===== config.mk =====
export PLATFORM = sky130hd
export DESIGN_NAME = etu_top
export DESIGN_NICKNAME = d
export VERILOG_FILES = /design/src/inc/etu_pkg.sv /design/src/hdl/etu_top.sv /design/src/hdl/etu_timer.sv
export SDC_FILE = /design/constraint.sdc
export NUM_CORES = 1
export LEC_CHECK = 0
export ABC_AREA = 0
export BUFFER_PORTS_ARGS = -buffer_cell sky130_fd_sc_hd__buf_2
export CAP_MARGIN = 15
export CORE_MARGIN = 2
export CORE_UTILIZATION = 25
export CTS_BUF_LIST = sky130_fd_sc_hd__clkbuf_16
export CTS_CLUSTER_SIZE = 30
export DETAILED_ROUTE_END_ITERATION = 6
export RECOVER_POWER = 25
export SYNTH_ARGS = -nofsm -noshare
export SYNTH_HDL_FRONTEND = slang
export SYNTH_HIERARCHICAL = 1
export SYNTH_SLANG_ARGS = --single-unit

===== constraint.sdc =====
create_clock -name clock -period 4.6 [get_ports clock]
set_input_delay 1.15 -clock clock [delete_from_list [all_inputs] [get_ports clock]]
set_output_delay 1.15 -clock clock [all_outputs]
set_load 0.05 [all_outputs]

===== src/inc/etu_pkg.sv =====
/*
 * Shared constants and types for the eight-timer unit: register addresses,
 * field positions, reset values, clock taps and bus/interrupt carriers.
 * Assumes a single 100 MHz system clock; slower rates come from taps of
 * a free-running divider.
 */
package etu_pkg;

    // ----------------------------------------------------------------
    // register addresses
    // ----------------------------------------------------------------
    localparam logic [15:0] CTRL_ADDR = 16'hDF42;
    localparam logic [15:0] RUN_ADDR = 16'hDF43;
    localparam logic [15:0] TFLAG_ADDR = 16'hDF44;
    localparam logic [15:0] EIEN_ADDR = 16'hDF45;
    localparam logic [15:0] TIEN_ADDR = 16'hDF46;
    localparam logic [15:0] EFLAG_ADDR = 16'hDF47;
    // timer n low counter at base + 2n, high counter at base + 2n + 1
    localparam logic [15:0] TCNT_BASE = 16'hDF60;

    // ----------------------------------------------------------------
    // field positions
    // ----------------------------------------------------------------
    localparam int T4_CLOCK_PIN_SELECT = 0;
    localparam int T4_OUTPUT_PIN_ENABLE = 1;
    localparam int PULSE_MEASURE_MODE_LO = 2;
    localparam int PULSE_MEASURE_MODE_HI = 3;
    localparam int UART_BAUD_SELECT_LSB = 4;
    localparam int WATCHDOG_TIMER = 0;
    localparam int BAUD_TIMER_A = 3;
    localparam int BAUD_TIMER_B = 4;
    localparam int LEVEL_SOURCE_BIT = 7;
    localparam int NUM_TIMERS = 8;
    localparam int NUM_UARTS = 4;
    localparam int NUM_EDGE = 7;

    // ----------------------------------------------------------------
    // reset values
    // ----------------------------------------------------------------
    localparam logic [7:0] REG_RST = 8'h00;
    localparam logic [7:0] LATCH_RST = 8'hFF;
    localparam logic [7:0] COUNT_RST = 8'hFF;
    // 1 = edge source fires on rising transition, 0 = falling
    localparam logic [6:0] EDGE_RISE_MASK = 7'h05;

    // ----------------------------------------------------------------
    // timing
    // ----------------------------------------------------------------
    localparam int CLK_PERIOD_NS = 10;
    localparam int DIV_WIDTH = 5;
    localparam int FAST_TAP = 0;
    localparam int CORE_TAP = 1;
    localparam int FAST16_TAP = FAST_TAP + 4;
    localparam int CORE_PERIOD_NS = CLK_PERIOD_NS * (2 ** (CORE_TAP + 1));
    localparam int CORE_CYC = CORE_PERIOD_NS / CLK_PERIOD_NS;
    localparam int RESET_CORE_CYCLES = 2;
    localparam logic [3:0] RESET_PULSE_CYC = 4'(RESET_CORE_CYCLES * CORE_CYC);

    // ----------------------------------------------------------------
    // carriers
    // ----------------------------------------------------------------
    typedef struct packed {
        logic [15:0] addr;
        logic [7:0] data;
        logic wr;
        logic rd;
    } etu_bus_s;

    typedef struct packed {
        logic req;
        logic [3:0] vector;
    } etu_irq_s;

endpackage


===== src/hdl/etu_top.sv =====
/*
 * Eight-timer unit with timer and edge interrupt flags, enables, priority
 * vector, watchdog restart pulse, run indicator and UART baud selection.
 * Assumes the processor byte bus and all pins are synchronous to clock,
 * and that bus strobes last one cycle per access.
 */
`timescale 1ns/10ps

//
// Contract
// - timer clock fall decrements low counter
// - low write updates low latch only
// - counter reads return live counters
// - low at zero on fall decrements high
// - rise with high zero: flag, reload
// - enabled set flag requests vectored interrupt
// - watchdog timeout pulls reset low eight cycles (two core cycles)
// - high write loads latch and both counters in the same cycle
// - watchdog idle until first timer0 run rise
// - timer0 run rise reloads; fall changes nothing
// - clock sources per timer, timer4 pin option
// - control bit0 picks timer4 pin clock
// - control bit1 drives timer4 output pin
// - control bits4-7 pick UART baud timer
// - run bit n gates timer n
// - enable registers plain storage gating flags
// - wait in native mode holds run low
// - level source set on edge, held low
// - edge source sets on configured transition
// - write one clears flag once only
// - highest address then bit wins vector
// - timer n sets timer flag bit n
// - timer enable register same bit order
module etu_top
    import etu_pkg::*;
(
    // clock and reset
    input wire logic clock,
    input wire logic rst_n,
    // processor byte bus
    input wire etu_bus_s bus,
    output logic [7:0] rdData,
    // interrupt request to the core
    output etu_irq_s irq,
    input wire logic waitForIrq,
    input wire logic emulationMode,
    output logic runPin,
    // interrupt sources
    input wire logic externalIrqRequestInN,
    input wire logic [NUM_EDGE-1:0] edgeSrcIn,
    // system reset pin, open drain
    input wire logic resetPinIn,
    output logic resetPinOut,
    output logic resetPinOeN,
    // timer 4 pins and baud ticks
    input wire logic t4ExtClockPin,
    output logic t4OutputPin,
    output logic t4OutputOeN,
    output logic [NUM_UARTS-1:0] uartBaudTick
);

    // ----------------------------------------------------------------
    // helpers
    // ----------------------------------------------------------------
    function automatic logic [2:0] highBit(input logic [7:0] v);
        logic [2:0] idx;
        idx = 3'h0;
        for (int i = 0; i < 8; i++) begin
            if (v[i]) begin
                idx = 3'(i);
            end
        end
        return idx;
    endfunction

    // ----------------------------------------------------------------
    // clock divider
    // ----------------------------------------------------------------
    logic [DIV_WIDTH-1:0] divCnt;
    logic [DIV_WIDTH-1:0] next_divCnt;

    always_comb begin
        next_divCnt = divCnt + DIV_WIDTH'(1);
    end

    always_ff @(posedge clock) begin
        if (!rst_n) begin
            divCnt <= '0;
        end else begin
            divCnt <= next_divCnt;
        end
    end

    // ----------------------------------------------------------------
    // timers
    // ----------------------------------------------------------------
    logic [7:0] ctrl;
    logic [7:0] run;
    logic [NUM_TIMERS-1:0] tclk;
    logic [NUM_TIMERS-1:0] expired;
    logic [NUM_TIMERS-1:0] wrLo;
    logic [NUM_TIMERS-1:0] wrHi;
    logic [NUM_TIMERS-1:0] reload;
    logic [7:0] cntHi [NUM_TIMERS];
    logic [7:0] cntLo [NUM_TIMERS];
    logic prevRun0;
    logic run0Rise;

    assign run0Rise = run[WATCHDOG_TIMER] && !prevRun0;

    always_comb begin
        tclk = {NUM_TIMERS{divCnt[FAST_TAP]}};
        tclk[0] = divCnt[CORE_TAP];
        tclk[1] = divCnt[CORE_TAP];
        tclk[2] = divCnt[FAST16_TAP];
        if (ctrl[T4_CLOCK_PIN_SELECT]) begin
            tclk[BAUD_TIMER_B] = t4ExtClockPin;
        end
    end

    genvar n;
    generate
        for (n = 0; n < NUM_TIMERS; n++) begin : g_timer
            localparam logic [15:0] LO_ADDR = TCNT_BASE + 16'(2 * n);
            localparam logic [15:0] HI_ADDR = TCNT_BASE + 16'(2 * n + 1);
            assign wrLo[n] = bus.wr && bus.addr == LO_ADDR;
            assign wrHi[n] = bus.wr && bus.addr == HI_ADDR;
            assign reload[n] = (n == WATCHDOG_TIMER) ? run0Rise : 1'b0;
            etu_timer u_timer (
                .clock(clock),
                .rst_n(rst_n),
                .tclk(tclk[n]),
                .run(run[n]),
                .reload(reload[n]),
                .wrLo(wrLo[n]),
                .wrHi(wrHi[n]),
                .wrData(bus.data),
                .cntHi(cntHi[n]),
                .cntLo(cntLo[n]),
                .expired(expired[n])
            );
        end
    endgenerate

    // ----------------------------------------------------------------
    // registers and flags
    // ----------------------------------------------------------------
    logic [7:0] tien;
    logic [7:0] eien;
    logic [7:0] tflag;
    logic [7:0] eflag;
    logic [NUM_EDGE-1:0] prevEdge;
    logic prevIrqN;
    logic [7:0] next_ctrl;
    logic [7:0] next_run;
    logic [7:0] next_tien;
    logic [7:0] next_eien;
    logic [7:0] next_tflag;
    logic [7:0] next_eflag;
    logic [7:0] next_rdData;
    logic [7:0] edgeSet;
    logic [7:0] tClr;
    logic [7:0] eClr;

    always_comb begin
        next_ctrl = ctrl;
        next_run = run;
        next_tien = tien;
        next_eien = eien;
        tClr = '0;
        eClr = '0;
        if (bus.wr) begin
            case (bus.addr)
                CTRL_ADDR: next_ctrl = bus.data;
                RUN_ADDR: next_run = bus.data;
                TIEN_ADDR: next_tien = bus.data;
                EIEN_ADDR: next_eien = bus.data;
                TFLAG_ADDR: tClr = bus.data;
                EFLAG_ADDR: eClr = bus.data;
                default: ;
            endcase
        end
        for (int k = 0; k < NUM_EDGE; k++) begin
            edgeSet[k] = EDGE_RISE_MASK[k] ? (edgeSrcIn[k] && !prevEdge[k])
                                           : (!edgeSrcIn[k] && prevEdge[k]);
        end
        edgeSet[LEVEL_SOURCE_BIT] = !externalIrqRequestInN
                                    && (prevIrqN || eflag[LEVEL_SOURCE_BIT]);
        next_tflag = (tflag & ~tClr) | expired;
        next_eflag = (eflag & ~eClr) | edgeSet;
        next_rdData = rdData;
        if (bus.rd) begin
            next_rdData = 8'h00;
            case (bus.addr)
                CTRL_ADDR: next_rdData = ctrl;
                RUN_ADDR: next_rdData = run;
                TFLAG_ADDR: next_rdData = tflag;
                EIEN_ADDR: next_rdData = eien;
                TIEN_ADDR: next_rdData = tien;
                EFLAG_ADDR: next_rdData = eflag;
                default: ;
            endcase
            for (int t = 0; t < NUM_TIMERS; t++) begin
                if (bus.addr == TCNT_BASE + 16'(2 * t)) begin
                    next_rdData = cntLo[t];
                end
                if (bus.addr == TCNT_BASE + 16'(2 * t + 1)) begin
                    next_rdData = cntHi[t];
                end
            end
        end
    end

    always_ff @(posedge clock) begin
        if (!rst_n) begin
            ctrl <= REG_RST;
            run <= REG_RST;
            tien <= REG_RST;
            eien <= REG_RST;
            tflag <= REG_RST;
            eflag <= REG_RST;
            prevRun0 <= 1'b0;
            prevEdge <= '0;
            prevIrqN <= 1'b1;
            rdData <= 8'h00;
        end else begin
            ctrl <= next_ctrl;
            run <= next_run;
            tien <= next_tien;
            eien <= next_eien;
            tflag <= next_tflag;
            eflag <= next_eflag;
            prevRun0 <= run[WATCHDOG_TIMER];
            prevEdge <= edgeSrcIn;
            prevIrqN <= externalIrqRequestInN;
            rdData <= next_rdData;
        end
    end

    // ----------------------------------------------------------------
    // interrupt request and run indicator
    // ----------------------------------------------------------------
    logic [7:0] tPend;
    logic [7:0] ePend;
    etu_irq_s next_irq;
    logic next_runPin;

    always_comb begin
        tPend = tflag & tien;
        ePend = eflag & eien;
        next_irq.req = (tPend != 8'h00) || (ePend != 8'h00);
        if (ePend != 8'h00) begin
            next_irq.vector = {1'b1, highBit(ePend)};
        end else begin
            next_irq.vector = {1'b0, highBit(tPend)};
        end
        next_runPin = runPin;
        if (waitForIrq && !emulationMode) begin
            next_runPin = 1'b0;
        end
        if (next_irq.req) begin
            next_runPin = 1'b1;
        end
    end

    always_ff @(posedge clock) begin
        if (!rst_n) begin
            irq <= '0;
            runPin <= 1'b1;
        end else begin
            irq <= next_irq;
            runPin <= next_runPin;
        end
    end

    // ----------------------------------------------------------------
    // watchdog restart
    // ----------------------------------------------------------------
    logic wdActive;
    logic [3:0] rstCnt;
    logic next_wdActive;
    logic [3:0] next_rstCnt;
    logic next_resetPinOeN;

    always_comb begin
        next_wdActive = wdActive;
        next_rstCnt = rstCnt;
        if (run0Rise) begin
            next_wdActive = 1'b1;
        end
        if (!resetPinIn) begin
            next_wdActive = 1'b0;
        end
        if (rstCnt != 4'h0) begin
            next_rstCnt = rstCnt - 4'h1;
        end else if (wdActive && expired[WATCHDOG_TIMER]) begin
            next_rstCnt = RESET_PULSE_CYC;
            next_wdActive = 1'b0;
        end
        next_resetPinOeN = (next_rstCnt == 4'h0);
    end

    always_ff @(posedge clock) begin
        if (!rst_n) begin
            wdActive <= 1'b0;
            rstCnt <= 4'h0;
            resetPinOeN <= 1'b1;
            resetPinOut <= 1'b0;
        end else begin
            wdActive <= next_wdActive;
            rstCnt <= next_rstCnt;
            resetPinOeN <= next_resetPinOeN;
            resetPinOut <= 1'b0;
        end
    end

    // ----------------------------------------------------------------
    // timer 4 pin and baud ticks
    // ----------------------------------------------------------------
    logic next_t4OutputPin;
    logic next_t4OutputOeN;
    logic [NUM_UARTS-1:0] next_uartBaudTick;

    always_comb begin
        next_t4OutputPin = t4OutputPin ^ expired[BAUD_TIMER_B];
        next_t4OutputOeN = !ctrl[T4_OUTPUT_PIN_ENABLE];
        for (int u = 0; u < NUM_UARTS; u++) begin
            next_uartBaudTick[u] = ctrl[UART_BAUD_SELECT_LSB + u]
                                   ? expired[BAUD_TIMER_B] : expired[BAUD_TIMER_A];
        end
    end

    always_ff @(posedge clock) begin
        if (!rst_n) begin
            t4OutputPin <= 1'b0;
            t4OutputOeN <= 1'b1;
            uartBaudTick <= '0;
        end else begin
            t4OutputPin <= next_t4OutputPin;
            t4OutputOeN <= next_t4OutputOeN;
            uartBaudTick <= next_uartBaudTick;
        end
    end

endmodule


===== src/hdl/etu_timer.sv =====
/*
 * One 16-bit down-counter: high and low byte counters with reload latches.
 * Assumes tclk is a level synchronous to clock; its edges are found here.
 */
`timescale 1ns/10ps

module etu_timer
    import etu_pkg::*;
(
    // clock and reset
    input wire logic clock,
    input wire logic rst_n,
    // timer clock and control
    input wire logic tclk,
    input wire logic run,
    input wire logic reload,
    // processor writes
    input wire logic wrLo,
    input wire logic wrHi,
    input wire logic [7:0] wrData,
    // state
    output logic [7:0] cntHi,
    output logic [7:0] cntLo,
    output logic expired
);

    logic prevClk;
    logic [7:0] latchHi;
    logic [7:0] latchLo;
    logic next_prevClk;
    logic [7:0] next_latchHi;
    logic [7:0] next_latchLo;
    logic [7:0] next_cntHi;
    logic [7:0] next_cntLo;
    logic next_expired;

    always_comb begin
        next_prevClk = tclk;
        next_latchHi = latchHi;
        next_latchLo = latchLo;
        next_cntHi = cntHi;
        next_cntLo = cntLo;
        next_expired = 1'b0;
        if (run && prevClk && !tclk) begin
            next_cntLo = cntLo - 8'h01;
            if (cntLo == 8'h00) begin
                next_cntHi = cntHi - 8'h01;
            end
        end
        if (run && !prevClk && tclk && cntHi == 8'h00) begin
            next_expired = 1'b1;
            next_cntHi = latchHi;
            next_cntLo = latchLo;
        end
        if (wrLo) begin
            next_latchLo = wrData;
        end
        if (wrHi) begin
            next_latchHi = wrData;
            next_cntHi = wrData;
            next_cntLo = latchLo;
        end else if (reload) begin
            next_cntHi = latchHi;
            next_cntLo = latchLo;
        end
    end

    always_ff @(posedge clock) begin
        if (!rst_n) begin
            prevClk <= 1'b0;
            latchHi <= LATCH_RST;
            latchLo <= LATCH_RST;
            cntHi <= COUNT_RST;
            cntLo <= COUNT_RST;
            expired <= 1'b0;
        end else begin
            prevClk <= next_prevClk;
            latchHi <= next_latchHi;
            latchLo <= next_latchLo;
            cntHi <= next_cntHi;
            cntLo <= next_cntLo;
            expired <= next_expired;
        end
    end

endmodule


==> flow_metrics.py <==
metrics = {
    "final_layout": {
        "drive_above_1_share": 0.1005,
        "area_growth_pct": 13.92,
        "final_nets": 2386,
        "final_cells": 3320,
    },
    "logic_synthesis": {
        "ys.flop_type": "dfxtp_1",
        "synth_common_cells": "dfxtp_1 (360), nand2_1 (354), nor2_1 (132)",
        "ys_seq_area_frac": 0.3830,
        "ys_types": 88,
        "yosys_warnings": 6,
        "synth.most_common_cell": "dfxtp_1",
        "ys_ff_latch": 360,
        "avgSynthCellArea_um2": 8.367,
        "async_reset_ff_frac": 0,
        "yosysTopAreaCell": "dfxtp_1",
        "netlist_instances": 2249,
        "synth_edf_count": 0,
        "synth_top_cell_area_share": 0.3830,
        "synth_area_mm2": 0.01882,
        "netlist_top_cells_area": "dfxtp_1 (38%), nand2_1 (7.1%), mux2i_1 (5.1%), a21oi_1 (3.1%), nand3_1 (2.8%)",
    },
    "worst_setup_path": {
        "path_cells": "clkbuf_2, clkbuf_2, o41a_1, o211ai_1",
        "setup.worst_path.start_class": "input port",
        "crit_arrival_ns": 4.13,
        "slowest_delay_ns": 1.50,
        "endpoint_kind": "flop",
        "crit_top_cell": "clkbuf_2",
        "crit_required_ns": 5.02,
        "cp_slowest_cell": "clkbuf_2",
        "critPathKind": "input port to flop",
        "cp_max_fo": 93,
    },
    "die": {
        "rows": 100,
        "dieArea_mm2": 0.07748,
        "design.core.area_mm2": 0.07445,
        "die_h_um": 278.4,
        "ios": 62,
        "die_width_um": 278.4,
        "initial_core_util": 0.2528,
    },
    "drt": {
        "wl_per_cell_um": 18.91,
        "ant_nets": 0,
        "initialDrtViolationCount": 1820,
        "detailroute.via_count": 17278,
        "dr.pass1.iters": 7,
        "drc": 2,
        "vias_per_cell": 5.204,
        "totalWireLength_um": 62780,
    },
    "power_and_ir_drop": {
        "p_sw_frac": 0.2572,
        "powerDensity_mw_per_mm2": 322.4,
        "finalPower_mw": 6.911,
        "leakage_nw": 7.769,
        "power_switching_mw": 1.778,
        "p_seq_frac": 0.474,
        "comb_power_share": 0.070,
        "p_clk_frac": 0.456,
        "ir_worst_vdd_v": 0.0002025,
        "intPower_mw": 5.133,
    },
    "timing": {
        "finalSetupTns_ns": 0,
        "tightest_slew_ns": 2.206,
        "holdWs_ns": 0.4533,
        "relSlewSlack": -0.4704,
        "hold_viol": 0,
        "min_period_ns": 3.709,
        "finalSetupViolCount": 0,
        "clock_skew_ns": 0.02562,
        "fmax_mhz": 269.6,
        "setup_slack_ns": 0.8909,
        "period_share": 0.8063,
        "rsz0062_at_grt": "false",
        "drv_slew": 93,
    },
    "clock_tree": {
        "cts_resized": 0,
        "clockRootBuffer": "clkbuf_16",
        "cts-buffers-inserted": 40,
        "post_cts_buffers": 0,
        "cts_sinks": 360,
        "clockBufferDepth": 3,
        "clk_pin_slew_ns": 0.06,
        "htree_levels": 2,
        "cts_hold_buf": 0,
        "clock_latency_ns": 0.58,
        "cts_tree": "built",
    },
    "run": {
        "max-cap-violations": 1,
    },
    "placement": {
        "dp_cells": 3247,
        "pre_cts_ws_ns": 0.8333,
        "portBuffers": 60,
        "dpl.hpwl_um": 43670,
        "globalplace.congestion": 0.9659,
    },
    "grt": {
        "grtUsageTotal": 0.1568,
        "grt_max_degree": 98,
        "grt_pass1_wl_um": 95940,
        "antenna_found_initial": 6,
        "overflow": 0,
        "grt_pass1_vias": 15910,
    },
    "hold_path": {
        "min_path_type": "flop to flop",
    },
    "run_status": {
        "status": "finished with violations",
        "violations": "design-rule violations, max-capacitance violations, max-slew violations",
    },
}
[placed cells by master (no fill, tap or decap), drive strengths merged, types with 14 or more instances in the layout]
cell type,instances
buf,84
nand3b,17
and2,41
xor2,14
mux2,16
o221ai,27
o311ai,15
clkbuf,69
a31oi,18
o21ai,92
nor2,140
clkinv,17
o31a,30
nor3,66
or4,18
a221oi,17
nand2b,37
inv,98
nand2,360
a22oi,19
xnor2,36
a21boi,44
nor2b,33
nor4,47
o31ai,15
o211ai,65
dfxtp,360
nand3,108
a21oi,115
mux2i,96
conb,33
ha,26
a22o,14
or3,23
[final cells by class]
| class | instances | area, um^2 |
|---|---|---|
| Clock buffer | 41 | 1026 |
| Sequential cell | 360 | 7207 |
| Inverter | 89 | 334.1 |
| Clock inverter | 30 | 221.5 |
| Antenna cell | 2 | 5.005 |
| Timing Repair Buffer | 112 | 655.6 |
| Tap cell | 969 | 1212 |
| Multi-Input combinational cell | 1717 | 10780 |
| Fill cell | 8031 | 53010 |
[routing by layer]
| metal | track usage | up-vias | share of wire |
|---|---|---|---|
| met5 | 0 | - | 0.0010 |
| met1 | 0.2214 | 8192 | 0.46 |
| met3 | 0.04046 | 110 | 0.092 |
| met4 | 0.05059 | 10 | 0.027 |
| met2 | 0.2308 | 702 | 0.42 |
| li1 | - | 8264 | - |
[cells by family after synthesis]
group,synth area share
other,0.0001993
AND/OR/NAND/NOR,0.2642
multiplexers,0.06423
XOR/XNOR,0.02327
buffers and inverters,0.05073
AO/OA/AOI/OAI,0.1971
flip-flops,0.3830
adder cells (fa/ha/maj),0.01729
[power groups by stage]
| stage | Sequential (mW) | Clock [mW] | Combinational (mW) |
|---|---|---|---|
| after floorplan | 3.31 | 0 | 0.300 |
| after global placement | 3.35 | 0 | 0.475 |
| after detailed placement | 3.34 | 0 | 0.476 |
| after CTS | 3.28 | 3.22 | 0.478 |
| after global routing | 3.28 | 3.35 | 0.523 |
| final | 3.28 | 3.15 | 0.483 |
[worst max-delay path, delay by kind of cell]
kind / cells / cell delay, ns
buf+inv: 2 / 2.54
compound gates: 2 / 0.37
[sequential cells by signal, summed over array words and instances (netlist names), 64 cells and up]
signal	count
g_timer.u_timer/latchHi	64
g_timer.u_timer/latchLo	64
g_timer.u_timer/cntHi	64
g_timer.u_timer/cntLo	64
[path summary, 6_finish.rpt]
| path | start | slack (ns) | cells past startpoint | end |
|---|---|---|---|---|
| setup reg to reg | divCnt[0] | 1.98 | 5 | g_timer[7].u_timer/cntHi[1] |
| setup / recovery | rst_n | 0.89 | 4 | g_timer[1].u_timer/cntLo[5] |
| hold / removal | g_timer[7].u_timer/latchHi[6] | 0.45 | 2 | g_timer[7].u_timer/latchHi[6] |
| hold reg to reg | g_timer[7].u_timer/latchHi[6] | 0.45 | 2 | g_timer[7].u_timer/latchHi[6] |
[per-stage QoR]
stage | cell area (um^2) | utilization
after floorplan | 18940 | -
after global placement | 20260 | 0.2721
after detailed placement | 20260 | 0.2721
after CTS | 21500 | 0.2888
after global routing | 21430 | 0.2879
final | 21440 | 0.2880
(Power assumes the default switching activity.)
